$ cat src/inc/dsm_pkg.sv
package dsm_pkg;

    // Register map, byte addresses
    localparam logic [3:0] ADDR_CTRL    = 4'h0;
    localparam logic [3:0] ADDR_INJ_LVL = 4'h4;
    localparam logic [3:0] ADDR_BRAKE   = 4'h8;
    localparam logic [3:0] ADDR_STATUS  = 4'hC;

    // Control register fields
    localparam int CTRL_SEL_LSB   = 0;
    localparam int CTRL_CL_BIT    = 3;
    localparam int CTRL_TMODE_LSB = 4;

    // Status register fields
    localparam int STAT_STATE_LSB = 0;
    localparam int STAT_READY_BIT = 3;
    localparam int STAT_SUB_BIT   = 4;
    localparam int STAT_SEL_LSB   = 8;

    // Reset values and braking time limit
    localparam logic [2:0] SEL_RST   = 3'h1;
    localparam logic [2:0] TMODE_RST = 3'h0;
    localparam logic [7:0] INJ_RST   = 8'h00;
    localparam logic [7:0] BRAKE_RST = 8'h32;
    localparam logic [7:0] BRAKE_MAX = 8'hFA;

    // Stop mode selector codes, open loop
    localparam logic [2:0] OL_COAST  = 3'h0;
    localparam logic [2:0] OL_RAMP   = 3'h1;
    localparam logic [2:0] OL_RAMPDC = 3'h2;
    localparam logic [2:0] OL_SENSED = 3'h3;
    localparam logic [2:0] OL_TIMED  = 3'h4;
    // Stop mode selector codes, closed loop
    localparam logic [2:0] CL_COAST  = 3'h0;
    localparam logic [2:0] CL_RAMP   = 3'h1;
    localparam logic [2:0] CL_NORAMP = 3'h2;
    localparam logic [2:0] CL_ORIENT = 3'h3;

    // Torque mode codes handled here
    localparam logic [2:0] TM_COILER = 3'h3;
    localparam logic [2:0] TM_SPD_FF = 3'h4;

    // Coiler/uncoiler opposite-torque speed limit
    localparam int COIL_LIM_RPM = 5;

    // Timing: clock, tick and stop delays
    localparam int unsigned CLK_HZ        = 10_000_000;
    localparam int unsigned TICK_MS       = 100;
    localparam int unsigned TICK_CYC      = CLK_HZ / 1000 * TICK_MS;
    localparam int unsigned ONE_S_MS      = 1000;
    localparam int unsigned COAST_HOLD_MS = 2000;
    localparam logic [7:0]  ONE_S_TICKS   = 8'(ONE_S_MS / TICK_MS);
    localparam logic [7:0]  COAST_TICKS   = 8'(COAST_HOLD_MS / TICK_MS);

    typedef enum logic [2:0] {
        ST_READY = 3'b000,
        ST_RUN   = 3'b001,
        ST_PH1   = 3'b011,
        ST_PH2   = 3'b010,
        ST_CLSTP = 3'b101
    } dsm_state_t;

endpackage

$ cat src/rtl/dsm_stop_ctrl.sv
// Design decisions made here: the plain strobed port and the placing of the registers.
`timescale 1ns/10ps
// Operation
// Coiler, positive demand: negative torque limits -5rpm
// Coiler, negative demand: positive torque limits +5rpm
// Coiler run state bypasses ramps
// Coiler leaving run uses selected stop mode
// Coiler ramp stop: speed control, user ref, down
// Configure coiler with coast or no-ramp only
// Torque mode 4 adds feed-forward to speed output
// Open loop stop codes: coast, ramp, dc, sensed, timed
// Closed loop codes: coast, ramp, no-ramp, orient
// Open loop stop: decelerate phase, then stopped phase
// Coast: inverter off, re-enable refused 2s
// Ramp plus dc: ramp, then 1s injection
// Sensed braking: inject until low speed detected
// Sensed braking needs about half rated current
// Timed braking: brake time minus 1s, then 1s
// Timed braking: each phase at least 1s
// Braking stops must reach ready before restart
// Ramp stop: ramp to zero, hold 1s enabled
// Closed loop: single action, then ready
// Braking time accepted from 0 to 25s
module dsm_stop_ctrl #(
    parameter int          W        = 16,
    parameter int unsigned TICK_CYC = dsm_pkg::TICK_CYC
) (
    input  wire logic                clk_sys,
    input  wire logic                arst_n,
    input  wire logic [3:0]          reg_addr,
    input  wire logic [31:0]         reg_wdata,
    input  wire logic                reg_wr,
    input  wire logic                reg_rd,
    output logic      [31:0]         reg_rdata,
    input  wire logic                run_req,
    input  wire logic                drive_en,
    input  wire logic                trip,
    input  wire logic                ramp_zero,
    input  wire logic                ramp_at_ref,
    input  wire logic                zero_speed,
    input  wire logic                low_speed_det,
    input  wire logic                orient_done,
    input  wire logic signed [W-1:0] final_speed_dem,
    input  wire logic signed [W-1:0] user_speed_dem,
    input  wire logic signed [W-1:0] torque_ref,
    input  wire logic signed [W-1:0] speed_loop_out,
    input  wire logic signed [W-1:0] torque_ff_in,
    output logic                     inverter_en,
    output logic                     ramp_bypass,
    output logic                     ramp_down,
    output logic                     speed_ctrl_mode,
    output logic                     dc_inject,
    output logic                     lf_inject,
    output logic                     orient_req,
    output logic                     drive_ready,
    output logic signed [W-1:0]      speed_ref,
    output logic signed [W-1:0]      speed_limit,
    output logic signed [W-1:0]      torque_dem,
    output logic      [7:0]          inj_level
);
    localparam logic signed [W-1:0] LIM_POS = W'(dsm_pkg::COIL_LIM_RPM);
    localparam logic signed [W-1:0] LIM_NEG = -LIM_POS;
    localparam logic signed [W-1:0] S_MAX   = {1'b0, {(W-1){1'b1}}};
    localparam logic signed [W-1:0] S_MIN   = {1'b1, {(W-1){1'b0}}};

    dsm_pkg::dsm_state_t state_ff, nxt_state;
    logic       sub_ff, nxt_sub;
    logic [2:0] sel_ff, sel_lat_ff, sel_eff, tmode_ff;
    logic       cl_ff;
    logic [7:0] brake_ff;
    logic       fault, coiler, trq_mode, tmr_load, tmr_done;
    logic [7:0] tmr_val, ph1_time;

    function automatic logic signed [W-1:0] sat_add(input logic signed [W-1:0] a, input logic signed [W-1:0] b);
        logic signed [W:0] s;
        s = {a[W-1], a} + {b[W-1], b};
        if (s[W] != s[W-1]) begin
            sat_add = s[W] ? S_MIN : S_MAX;
        end else begin
            sat_add = s[W-1:0];
        end
    endfunction

    assign fault    = trip || !drive_en;
    assign coiler   = cl_ff && (tmode_ff == dsm_pkg::TM_COILER);
    assign trq_mode = cl_ff && (tmode_ff != 3'h0) && (tmode_ff != dsm_pkg::TM_SPD_FF);
    assign sel_eff  = (state_ff == dsm_pkg::ST_RUN) ? sel_ff : sel_lat_ff;

    // Register writes
    always_ff @(posedge clk_sys or negedge arst_n) begin
        if (!arst_n) begin
            sel_ff    <= dsm_pkg::SEL_RST;
            cl_ff     <= 1'b0;
            tmode_ff  <= dsm_pkg::TMODE_RST;
            inj_level <= dsm_pkg::INJ_RST;
            brake_ff  <= dsm_pkg::BRAKE_RST;
        end else if (reg_wr) begin
            case (reg_addr)
                dsm_pkg::ADDR_CTRL: begin
                    sel_ff   <= reg_wdata[dsm_pkg::CTRL_SEL_LSB +: 3];
                    cl_ff    <= reg_wdata[dsm_pkg::CTRL_CL_BIT];
                    tmode_ff <= reg_wdata[dsm_pkg::CTRL_TMODE_LSB +: 3];
                end
                dsm_pkg::ADDR_INJ_LVL: inj_level <= reg_wdata[7:0];
                dsm_pkg::ADDR_BRAKE: begin
                    // Clamp to 25.0 s in tenths
                    if (reg_wdata[31:8] != 24'h0 || reg_wdata[7:0] > dsm_pkg::BRAKE_MAX) begin
                        brake_ff <= dsm_pkg::BRAKE_MAX;
                    end else begin
                        brake_ff <= reg_wdata[7:0];
                    end
                end
                default: ;
            endcase
        end
    end

    // Register reads, data in the following cycle
    always_ff @(posedge clk_sys or negedge arst_n) begin
        if (!arst_n) begin
            reg_rdata <= 32'h0;
        end else if (reg_rd) begin
            case (reg_addr)
                dsm_pkg::ADDR_CTRL:    reg_rdata <= {25'h0, tmode_ff, cl_ff, sel_ff};
                dsm_pkg::ADDR_INJ_LVL: reg_rdata <= {24'h0, inj_level};
                dsm_pkg::ADDR_BRAKE:   reg_rdata <= {24'h0, brake_ff};
                dsm_pkg::ADDR_STATUS:  reg_rdata <= {21'h0, sel_lat_ff, 3'h0, sub_ff, drive_ready, state_ff};
                default:               reg_rdata <= 32'h0;
            endcase
        end else begin
            reg_rdata <= 32'h0;
        end
    end

    // Stop sequencer
    always_comb begin
        nxt_state = state_ff;
        nxt_sub   = sub_ff;
        if (fault) begin
            nxt_state = dsm_pkg::ST_READY;
            nxt_sub   = 1'b0;
        end else begin
            case (state_ff)
                dsm_pkg::ST_READY: begin
                    if (run_req) begin
                        nxt_state = dsm_pkg::ST_RUN;
                    end
                end
                dsm_pkg::ST_RUN: begin
                    if (!run_req) begin
                        if (cl_ff) begin
                            nxt_state = dsm_pkg::ST_CLSTP;
                            nxt_sub   = (sel_ff == dsm_pkg::CL_RAMP) && !coiler;
                        end else begin
                            nxt_state = dsm_pkg::ST_PH1;
                        end
                    end
                end
                dsm_pkg::ST_PH1: begin
                    case (sel_lat_ff)
                        dsm_pkg::OL_COAST: nxt_state = dsm_pkg::ST_PH2;
                        dsm_pkg::OL_RAMP, dsm_pkg::OL_RAMPDC: begin
                            if (run_req) begin
                                nxt_state = dsm_pkg::ST_RUN;
                            end else if (ramp_zero) begin
                                nxt_state = dsm_pkg::ST_PH2;
                            end
                        end
                        dsm_pkg::OL_SENSED: begin
                            if (low_speed_det) begin
                                nxt_state = dsm_pkg::ST_PH2;
                            end
                        end
                        dsm_pkg::OL_TIMED: begin
                            if (tmr_done) begin
                                nxt_state = dsm_pkg::ST_PH2;
                            end
                        end
                        default: nxt_state = dsm_pkg::ST_READY;
                    endcase
                end
                dsm_pkg::ST_PH2: begin
                    if (tmr_done) begin
                        nxt_state = dsm_pkg::ST_READY;
                    end
                end
                dsm_pkg::ST_CLSTP: begin
                    case (sel_lat_ff)
                        dsm_pkg::CL_COAST: nxt_state = dsm_pkg::ST_READY;
                        dsm_pkg::CL_RAMP: begin
                            if (!sub_ff) begin
                                nxt_sub = ramp_at_ref;
                            end else if (ramp_zero) begin
                                nxt_state = dsm_pkg::ST_READY;
                            end
                        end
                        dsm_pkg::CL_NORAMP: begin
                            if (zero_speed) begin
                                nxt_state = dsm_pkg::ST_READY;
                            end
                        end
                        dsm_pkg::CL_ORIENT: begin
                            if (!sub_ff) begin
                                nxt_sub = ramp_zero;
                            end else if (orient_done) begin
                                nxt_state = dsm_pkg::ST_READY;
                            end
                        end
                        default: nxt_state = dsm_pkg::ST_READY;
                    endcase
                end
                default: nxt_state = dsm_pkg::ST_READY;
            endcase
        end
    end

    always_ff @(posedge clk_sys or negedge arst_n) begin
        if (!arst_n) begin
            state_ff <= dsm_pkg::ST_READY;
            sub_ff   <= 1'b0;
        end else begin
            state_ff <= nxt_state;
            sub_ff   <= nxt_sub;
        end
    end

    // Mode is frozen for the whole stop
    always_ff @(posedge clk_sys or negedge arst_n) begin
        if (!arst_n) begin
            sel_lat_ff <= dsm_pkg::SEL_RST;
        end else if (state_ff == dsm_pkg::ST_RUN && nxt_state != dsm_pkg::ST_RUN) begin
            sel_lat_ff <= sel_ff;
        end
    end

    // Phase timers
    assign ph1_time = (brake_ff > 8'(2 * dsm_pkg::ONE_S_TICKS)) ? brake_ff - dsm_pkg::ONE_S_TICKS
                                                                 : dsm_pkg::ONE_S_TICKS;
    assign tmr_load = (nxt_state != state_ff) && (nxt_state == dsm_pkg::ST_PH1 || nxt_state == dsm_pkg::ST_PH2);
    always_comb begin
        if (nxt_state == dsm_pkg::ST_PH1) begin
            tmr_val = ph1_time;
        end else if (sel_eff == dsm_pkg::OL_COAST) begin
            tmr_val = dsm_pkg::COAST_TICKS;
        end else begin
            tmr_val = dsm_pkg::ONE_S_TICKS;
        end
    end

    dsm_tick_timer #(
        .TICK_CYC (TICK_CYC)
    ) u_timer (
        .clk_sys  (clk_sys),
        .arst_n   (arst_n),
        .load     (tmr_load),
        .load_val (tmr_val),
        .done     (tmr_done)
    );

    // Registered drive outputs
    always_ff @(posedge clk_sys or negedge arst_n) begin
        if (!arst_n) begin
            inverter_en     <= 1'b0;
            ramp_bypass     <= 1'b0;
            ramp_down       <= 1'b0;
            speed_ctrl_mode <= 1'b1;
            dc_inject       <= 1'b0;
            lf_inject       <= 1'b0;
            orient_req      <= 1'b0;
            drive_ready     <= 1'b1;
        end else begin
            inverter_en <= (state_ff == dsm_pkg::ST_RUN)
                        || (state_ff != dsm_pkg::ST_READY && sel_lat_ff != dsm_pkg::OL_COAST);
            ramp_bypass <= (state_ff == dsm_pkg::ST_RUN && coiler)
                        || (state_ff == dsm_pkg::ST_CLSTP && sel_lat_ff == dsm_pkg::CL_NORAMP);
            ramp_down   <= (state_ff == dsm_pkg::ST_PH1 && (sel_lat_ff == dsm_pkg::OL_RAMP
                                                         || sel_lat_ff == dsm_pkg::OL_RAMPDC))
                        || (state_ff == dsm_pkg::ST_CLSTP && sel_lat_ff == dsm_pkg::CL_RAMP && sub_ff)
                        || (state_ff == dsm_pkg::ST_CLSTP && sel_lat_ff == dsm_pkg::CL_ORIENT && !sub_ff);
            speed_ctrl_mode <= !(state_ff == dsm_pkg::ST_RUN && trq_mode);
            dc_inject   <= (state_ff == dsm_pkg::ST_PH1 && sel_lat_ff == dsm_pkg::OL_TIMED)
                        || (state_ff == dsm_pkg::ST_PH2 && sel_lat_ff >= dsm_pkg::OL_RAMPDC
                                                        && sel_lat_ff <= dsm_pkg::OL_TIMED);
            lf_inject   <= state_ff == dsm_pkg::ST_PH1 && sel_lat_ff == dsm_pkg::OL_SENSED;
            orient_req  <= state_ff == dsm_pkg::ST_CLSTP && sel_lat_ff == dsm_pkg::CL_ORIENT && sub_ff;
            drive_ready <= state_ff == dsm_pkg::ST_READY;
        end
    end

    always_ff @(posedge clk_sys or negedge arst_n) begin
        if (!arst_n) begin
            speed_ref   <= '0;
            speed_limit <= '0;
            torque_dem  <= '0;
        end else begin
            if (state_ff == dsm_pkg::ST_RUN) begin
                speed_ref <= final_speed_dem;
            end else if (state_ff == dsm_pkg::ST_CLSTP && sel_lat_ff == dsm_pkg::CL_RAMP && !sub_ff) begin
                speed_ref <= user_speed_dem;
            end else begin
                speed_ref <= '0;
            end
            if (!coiler) begin
                speed_limit <= final_speed_dem;
            end else if (!final_speed_dem[W-1]) begin
                speed_limit <= torque_ref[W-1] ? LIM_NEG : final_speed_dem;
            end else begin
                speed_limit <= torque_ref[W-1] ? final_speed_dem : LIM_POS;
            end
            if (cl_ff && tmode_ff == dsm_pkg::TM_SPD_FF) begin
                torque_dem <= sat_add(speed_loop_out, torque_ff_in);
            end else if (state_ff == dsm_pkg::ST_RUN && trq_mode) begin
                torque_dem <= torque_ref;
            end else begin
                torque_dem <= speed_loop_out;
            end
        end
    end
endmodule // dsm_stop_ctrl

$ cat src/rtl/dsm_tick_timer.sv
`timescale 1ns/10ps
module dsm_tick_timer #(
    parameter int unsigned TICK_CYC = dsm_pkg::TICK_CYC
) (
    input  wire logic       clk_sys,
    input  wire logic       arst_n,
    input  wire logic       load,
    input  wire logic [7:0] load_val,
    output logic            done
);
    logic [31:0] div_ff;
    logic [7:0]  cnt_ff;
    logic        run_ff;
    logic        tick;

    assign tick = (div_ff == 32'(TICK_CYC - 1));

    always_ff @(posedge clk_sys or negedge arst_n) begin
        if (!arst_n) begin
            div_ff <= 32'h0;
        end else if (load || tick) begin
            div_ff <= 32'h0;
        end else begin
            div_ff <= div_ff + 32'h1;
        end
    end

    // Counts whole ticks; a zero load finishes on the next cycle
    always_ff @(posedge clk_sys or negedge arst_n) begin
        if (!arst_n) begin
            cnt_ff <= 8'h0;
            run_ff <= 1'b0;
            done   <= 1'b0;
        end else if (load) begin
            cnt_ff <= load_val;
            run_ff <= 1'b1;
            done   <= 1'b0;
        end else if (run_ff && (cnt_ff == 8'h0 || (tick && cnt_ff == 8'h1))) begin
            cnt_ff <= 8'h0;
            run_ff <= 1'b0;
            done   <= 1'b1;
        end else begin
            if (run_ff && tick) begin
                cnt_ff <= cnt_ff - 8'h1;
            end
            done <= 1'b0;
        end
    end
endmodule // dsm_tick_timer
$ cat config.mk
export PLATFORM = sky130hd
export DESIGN_NAME = dsm_stop_ctrl
export DESIGN_NICKNAME = d
export VERILOG_FILES = /design/src/inc/dsm_pkg.sv /design/src/rtl/dsm_stop_ctrl.sv /design/src/rtl/dsm_tick_timer.sv
export SDC_FILE = /design/constraint.sdc
export NUM_CORES = 1
export LEC_CHECK = 0
export ABC_AREA = 0
export BUFFER_PORTS_ARGS = -buffer_cell sky130_fd_sc_hd__buf_4
export CAP_MARGIN = 0
export CORE_MARGIN = 3
export CORE_UTILIZATION = 30
export CTS_CLUSTER_DIAMETER = 120
export DETAILED_ROUTE_END_ITERATION = 7
export PLACE_DENSITY = 0.49
export SYNTH_ARGS = -nofsm -noshare
export SYNTH_HDL_FRONTEND = slang
export SYNTH_HIERARCHICAL = 1
export SYNTH_SLANG_ARGS = --single-unit
$ cat constraint.sdc
create_clock -name clk_sys -period 2.9 [get_ports clk_sys]
set_input_delay 0.29 -clock clk_sys [delete_from_list [all_inputs] [get_ports clk_sys]]
set_output_delay 0.29 -clock clk_sys [all_outputs]
set_load 0.01 [all_outputs]
-- After elaboration in Yosys (flattened, before gate mapping)
Cells that the tools add are included.
- add/subtract/negate cells: 4
- magnitude comparators: 4
- eq/ne operators: 25
- muxes and demuxes: 49
- reduce and logical (&&, ||, !) cells: 57
- operator list (kind ; count):
    16-bit 2-to-1 mux ; 10
    32-bit 2-to-1 mux ; 2
    8-bit 2-to-1 mux ; 6
    3-bit 2-to-1 mux ; 15
    11-bit one-hot mux with 4 select lines ; 1
    32-bit by 1-bit adder with 32-bit output, second input constant ; 1
    32-bit by 20-bit == test with 1-bit output, second input constant ; 1
    1-bit logical AND ; 25
    24-bit nonzero test ; 1
    3-bit by 2-bit == test with 1-bit output, second input constant ; 7
    16-bit by 16-bit adder with 17-bit output ; 1
    3-bit one-hot mux with 5 select lines ; 1
    3-bit nonzero test ; 5
    3-bit one-hot mux with 4 select lines ; 1
    1-bit logical OR ; 11
    3-bit by 1-bit == test with 1-bit output, second input constant ; 3
    3-bit == test, second input constant ; 3
    3-bit zero test ; 3
    1-bit 2-to-1 mux ; 9
    3-bit != test, second input constant ; 3
    3-bit one-hot mux with 3 select lines ; 1
    4-bit == test, second input constant ; 2
    8-bit by 1-bit == test with 1-bit output, second input constant ; 1
    8-bit by 5-bit > comparator with 1-bit output, second input constant ; 1
    19 further kinds ; 25
- register bits after elaboration: 160
- bits of input ports: 128
- output and inout bits: 96
- word-level logic and storage cells: 163

-- Logic depth before layout (Yosys ltp)
- word-level depth: 10
- depth in mapped cells: 11
- mapped depth without buffers: 9

-- Hierarchy
The synthesis kept the hierarchy.
- modules (own cells, without submodules) (module ; times used ; cells an instance ; area each (µm²) ; seq. area each (µm²)):
    dsm_stop_ctrl ; 1 ; 529 ; 5477.8 ; 2436.1
    dsm_tick_timer ; 1 ; 239 ; 2353.5 ; 1051.0

-- Worst setup path after synthesis
Ideal clock, no wire load.
- path kind: input port to flip-flop
- from: in speed_loop_out[0]
- to: reg torque_dem[1]
- setup time: 0.138 ns
- arrival time: 2.160 ns
- data required time: 2.762 ns
- slack: 0.602 ns
- stages: 10
- path buffers: 1
- cell sequence: ha_1 fa_1 a211oi_1 o21ai_1 a21bo_2 a22oi_2 nor2_2 a21oi_2 buf_6 o22ai_1
- longest elaborated chain between the ends: 4
- elaborated cells on any way between the ends: 5
- classes of those cells: add/sub: 1; eq/ne: 1; mux: 3
- ends and longest elaborated chain (item ; RTL line ; RTL):
    start: declaration ; dsm_stop_ctrl.sv:46 ; input wire logic signed [W-1:0] speed_loop_out,
    16-bit by 16-bit adder with 17-bit output (*) ; dsm_stop_ctrl.sv:76 ; s = {a[W-1], a} + {b[W-1], b};
    16-bit 2-to-1 mux / 1-bit != test (equally long branches) ; dsm_stop_ctrl.sv:78, dsm_stop_ctrl.sv:77 ;
    16-bit 2-to-1 mux (*) ; dsm_stop_ctrl.sv:77 ; if (s[W] != s[W-1]) begin
    16-bit 2-to-1 mux (*) ; dsm_stop_ctrl.sv:310 ; if (cl_ff && tmode_ff == dsm_pkg::TM_SPD_FF) begin
    end signal: assignment ; dsm_stop_ctrl.sv:311 ; torque_dem <= sat_add(speed_loop_out, torque_ff_in);
    end signal: assignment ; dsm_stop_ctrl.sv:313 ; torque_dem <= torque_ref;
    end signal: assignment ; dsm_stop_ctrl.sv:315 ; torque_dem <= speed_loop_out;
    end: declaration ; dsm_stop_ctrl.sv:58 ; output logic signed [W-1:0] torque_dem,
Every way passes the cells marked *; elsewhere a longest branch is shown, timed or not.
A chain may end at the register's enable or synchronous reset.

-- Worst setup path in the final report
- from: reg sel_lat_ff[1]
- to: reg u_timer.div_ff[31]
- longest elaborated chain between the ends: 10
- elaborated cells on any way between the ends: 17
- classes of those cells: eq/ne: 7; mux: 5; reduce/logical: 5
- ends and longest elaborated chain (item ; RTL line ; RTL):
    start: declaration ; dsm_stop_ctrl.sv:68 ; logic [2:0] sel_ff, sel_lat_ff, sel_eff, tmode_ff;
    start signal: assignment ; dsm_stop_ctrl.sv:230 ; sel_lat_ff <= dsm_pkg::SEL_RST;
    start signal: assignment ; dsm_stop_ctrl.sv:232 ; sel_lat_ff <= sel_ff;
    3-bit by 1-bit == test with 1-bit output / 3-bit by 2-bit == test with 1-bit output (equally long branches) ; dsm_stop_ctrl.sv:160, dsm_stop_ctrl.sv:188 ;
    2-bit OR reduction ; dsm_stop_ctrl.sv:160 ; case (sel_lat_ff)
    3-bit one-hot mux with 4 select lines ; dsm_stop_ctrl.sv:160 ;
    3-bit one-hot mux with 5 select lines (*) ; dsm_stop_ctrl.sv:143 ; case (state_ff)
    3-bit 2-to-1 mux (*) ; dsm_stop_ctrl.sv:139 ; if (fault) begin
    3-bit by 2-bit == test with 1-bit output ; dsm_stop_ctrl.sv:239 ; assign tmr_load = (nxt_state != state_ff) && (nxt_state == dsm_pkg::ST_PH1 || nxt_state == dsm_pkg::ST_PH2);
    1-bit logical OR ; dsm_stop_ctrl.sv:239 ;
    1-bit logical AND (*) ; dsm_stop_ctrl.sv:239 ;
    net tmr_load ; dsm_stop_ctrl.sv:71 ; logic fault, coiler, trq_mode, tmr_load, tmr_done;
    1-bit logical OR (*) ; dsm_tick_timer.sv:21 ; end else if (load || tick) begin
    32-bit 2-to-1 mux (*) ; dsm_tick_timer.sv:21 ;
    end signal: assignment ; dsm_tick_timer.sv:24 ; div_ff <= div_ff + 32'h1;
    end: declaration ; dsm_tick_timer.sv:11 ; logic [31:0] div_ff;
The timed path passes the listed nets; every way through them passes the cells marked *.

==> results.sh <==
export IMPL_drt_vias_per_instance=4.86
export IMPL_grt_start_max_net_pins=48
export IMPL_final_cells=1326
export IMPL_placed_area_um2=9750
export IMPL_worst_slack_ps=473
export IMPL_cts_clk_slew_worst_paths_ps=60
export IMPL_core_um2=25400
export IMPL_ios=224
export IMPL_cp_arrival_ps=2780
export IMPL_syn_inst=768
export IMPL_fmaxAchievable_ghz=0.412
export IMPL_p_int_w=0.00429
export IMPL_maxCapViolations=0
export IMPL_dpl_hpwl_mm=17.7
export IMPL_wl_mm=23.0
export IMPL_critPathMaxStageDelay_ps=660
export IMPL_place_ws_ps=212
export IMPL_start_util_pct=30.8
export IMPL_seq_area_frac_synth_pct=44.5
export IMPL_r2r_slack_ps=470
export IMPL_clockPowerShare_pct=34.8
export IMPL_io_buffers=202
export IMPL_clockRootBuffer="clkbuf_16"
export IMPL_end_kind="register"
export IMPL_clock_latency_ps=430
export IMPL_die_width_um=168
export IMPL_dr_first_iter_drc_count=256
export IMPL_h_tree_depth=4
export IMPL_antenna_found_initial=0
export IMPL_tightestPinTransition_ps=713
export IMPL_clock_sinks=139
export IMPL_grt_pass1_vias=6655
export IMPL_cp_required_ps=3250
export IMPL_crit_fanout=15
export IMPL_powerDensity_nw_per_um2=600
export IMPL_skew_ps=12.0
export IMPL_stdcell_area_um2=10300
export IMPL_crit_path_top_delay_cell="dfrtp_1"
export IMPL_place_gp_congestion=0.892
export IMPL_synth_ff_type="dfrtp_1"
export IMPL_power_frac_seq_pct=40.0
export IMPL_crit_chain="nand3b_1 > o32ai_1 > o21ai_0 > a21o_1 > a21oi_1 > nor2_1 > or2_2 > buf_4 > nor2_1"
export IMPL_async_reset_ff_share_pct=100
export IMPL_syn_area_um2=7830
export IMPL_p_switching_w=0.00192
export IMPL_drc_errors=0
export IMPL_synth_edf_count=0
export IMPL_clockBufferDepth=2
export IMPL_cp_common_cell="nor2_1"
export IMPL_cts_buffers=17
export IMPL_syn_avg_cell_area_um2=10.2
export IMPL_dr_pass1_iters=5
export IMPL_rows=58
export IMPL_slew_headroom_pct=52.2
export IMPL_swShare_pct=30.9
export IMPL_finalMaxSlewViolations=0
export IMPL_start_kind="register"
export IMPL_finalSetupViolations=0
export IMPL_fin_crit_sh_pct=83.7
export IMPL_critPathKind="register to register"
export IMPL_cts_resized=0
export IMPL_dp_cells=1293
export IMPL_outcome="completed"
export IMPL_finalCriticalPeriod_ps=2430
export IMPL_wire_per_inst_um=17.3
export IMPL_grt_ovfl_total=0
export IMPL_rsz0062_at_grt="no"
export IMPL_die_area_um2=28100
export IMPL_hold_path_class="input pin to register"
export IMPL_synth_cell_types=73
export IMPL_yosys_register_bits=139
export IMPL_comb_power_share_pct=25.2
export IMPL_fin_nets=1133
export IMPL_vdd_drop_max_mv=0.445
export IMPL_whs_ps=68.6
export IMPL_drive_gt1_share_pct=32.2
export IMPL_num_vias=6448
export IMPL_areaGrowthSynthToFinish_pct=32.1
export IMPL_cts_tree="done"
export IMPL_hold_viol_final=0
export IMPL_leakage_nw=4.71
export IMPL_die_height_um=168
export IMPL_antenna_cells=0
export IMPL_antenna_left=0
export IMPL_grt_pass1_wl_mm=36.6
export IMPL_finalSetupTns_ps=0
export IMPL_grtUsageTotal_pct=16.3
export IMPL_post_cts_buffers=0
export IMPL_final_common_cell="buf_4"
export IMPL_layout_common_cells="buf_4, dfrtp_1, nor2_1"
export IMPL_ys_warn_count=6
[layout make-up]
type,instances,area [um2]
clock buffer,21,460
timing repair buffer,229,1750
inverter,22,82.6
tap,330,413
multi-input combinational,574,4030
sequential,139,3490
clock inverter,11,120
fill,2566,15100
[state kept, by name (all words and copies together), names as in the netlist, 3 cells and up]
register	flops
brake_ff	8
inj_level	8
reg_rdata	11
sel_ff	3
sel_lat_ff	3
speed_limit	16
speed_ref	16
state_ff	3
tmode_ff	3
torque_dem	16
u_timer/cnt_ff	8
u_timer/div_ff	32
[Yosys cell counts, drive strengths merged (7+ instances only)]
cell	n	share of area, %
nor4b	7	0.86
a22o	17	1.9
o21a	20	1.9
a21oi	32	2.1
o22ai	12	1.0
mux2i	20	2.6
o21ai	25	1.6
nand2	43	2.1
a21o	9	0.86
nand2b	13	1.0
xnor2	38	4.3
nand4	10	0.88
nor2b	9	0.72
xor2	15	1.7
clkbuf	15	0.72
inv	22	1.1
o211ai	10	0.96
nor2	87	4.2
nor3	16	1.2
nand3	21	1.3
and3	12	0.96
nor4	24	2.7
ha	21	3.4
o31ai	9	1.2
buf	38	3.4
dfrtp	132	42
dfstp	7	2.3
mux2	18	2.6
[worst max-delay path, delay by kind of cell (launching register included)]
| kind | cells | cell delay [ps] |
|---|---|---|
| and+or+nand+nor | 4 | 820 |
| buffers and inverters | 1 | 200 |
| DFF | 1 | 660 |
| AOI/OAI and AO/OA | 4 | 670 |
[through the flow]
stage	total power, W	util, %
5_1_grt	0.00657	40.7
2_1_floorplan	0.00345	-
4_1_cts	0.00629	40.7
3_5_place_dp	0.00409	38.4
3_3_place_gp	0.00408	38.4
6_report	0.00620	40.7
[power by group through the flow]
stage	sequential (W)	combinational [W]	clock [W]
finish	0.00248	0.00156	0.00216
global route	0.00253	0.00175	0.00230
CTS	0.00248	0.00158	0.00222
detailed placement	0.00252	0.00158	0
global placement	0.00252	0.00156	0
floorplan	0.00245	0.00100	0
[timing repair]
item                                    CTS  global route
endpoints found under the hold margin    43             0
hold buffers                              1             0
endpoints found under the setup margin    0             0
[cells by family after synthesis]
family,synth area share [%]
xor gates and xnor gates,6.02
muxes,6.58
other,0.0479
adders and majority gates,3.61
and+or+nand+nor,18.9
DFF,44.5
AOI/OAI and AO/OA,15.1
buffers and inverters,5.13
[worst paths after layout]
kind / end / cells past startpoint / startpoint
setup / recovery: u_timer/div_ff[31] / 9 / sel_lat_ff[1]
min in group asynchronous: u_timer/div_ff[16] / 2 / arst_n
hold / removal: speed_limit[0] / 3 / final_speed_dem[0]
hold reg to reg: u_timer/div_ff[0] / 1 / u_timer/div_ff[0]
max in group asynchronous: drive_ready / 3 / arst_n
setup reg to reg: u_timer/div_ff[31] / 9 / sel_lat_ff[1]
[layer usage]
| metal | vias up | GRT usage (%) | part of all wire [%] |
|---|---|---|---|
| li1 | 3155 | - | - |
| met1 | 3129 | 21.3 | 44 |
| met2 | 147 | 26.8 | 49 |
| met3 | 17 | 4.37 | 5.7 |
| met4 | 0 | 4.06 | 1.3 |
| met5 | - | 0 | 0 |
Note: power is estimated with default switching activity, not from simulation.
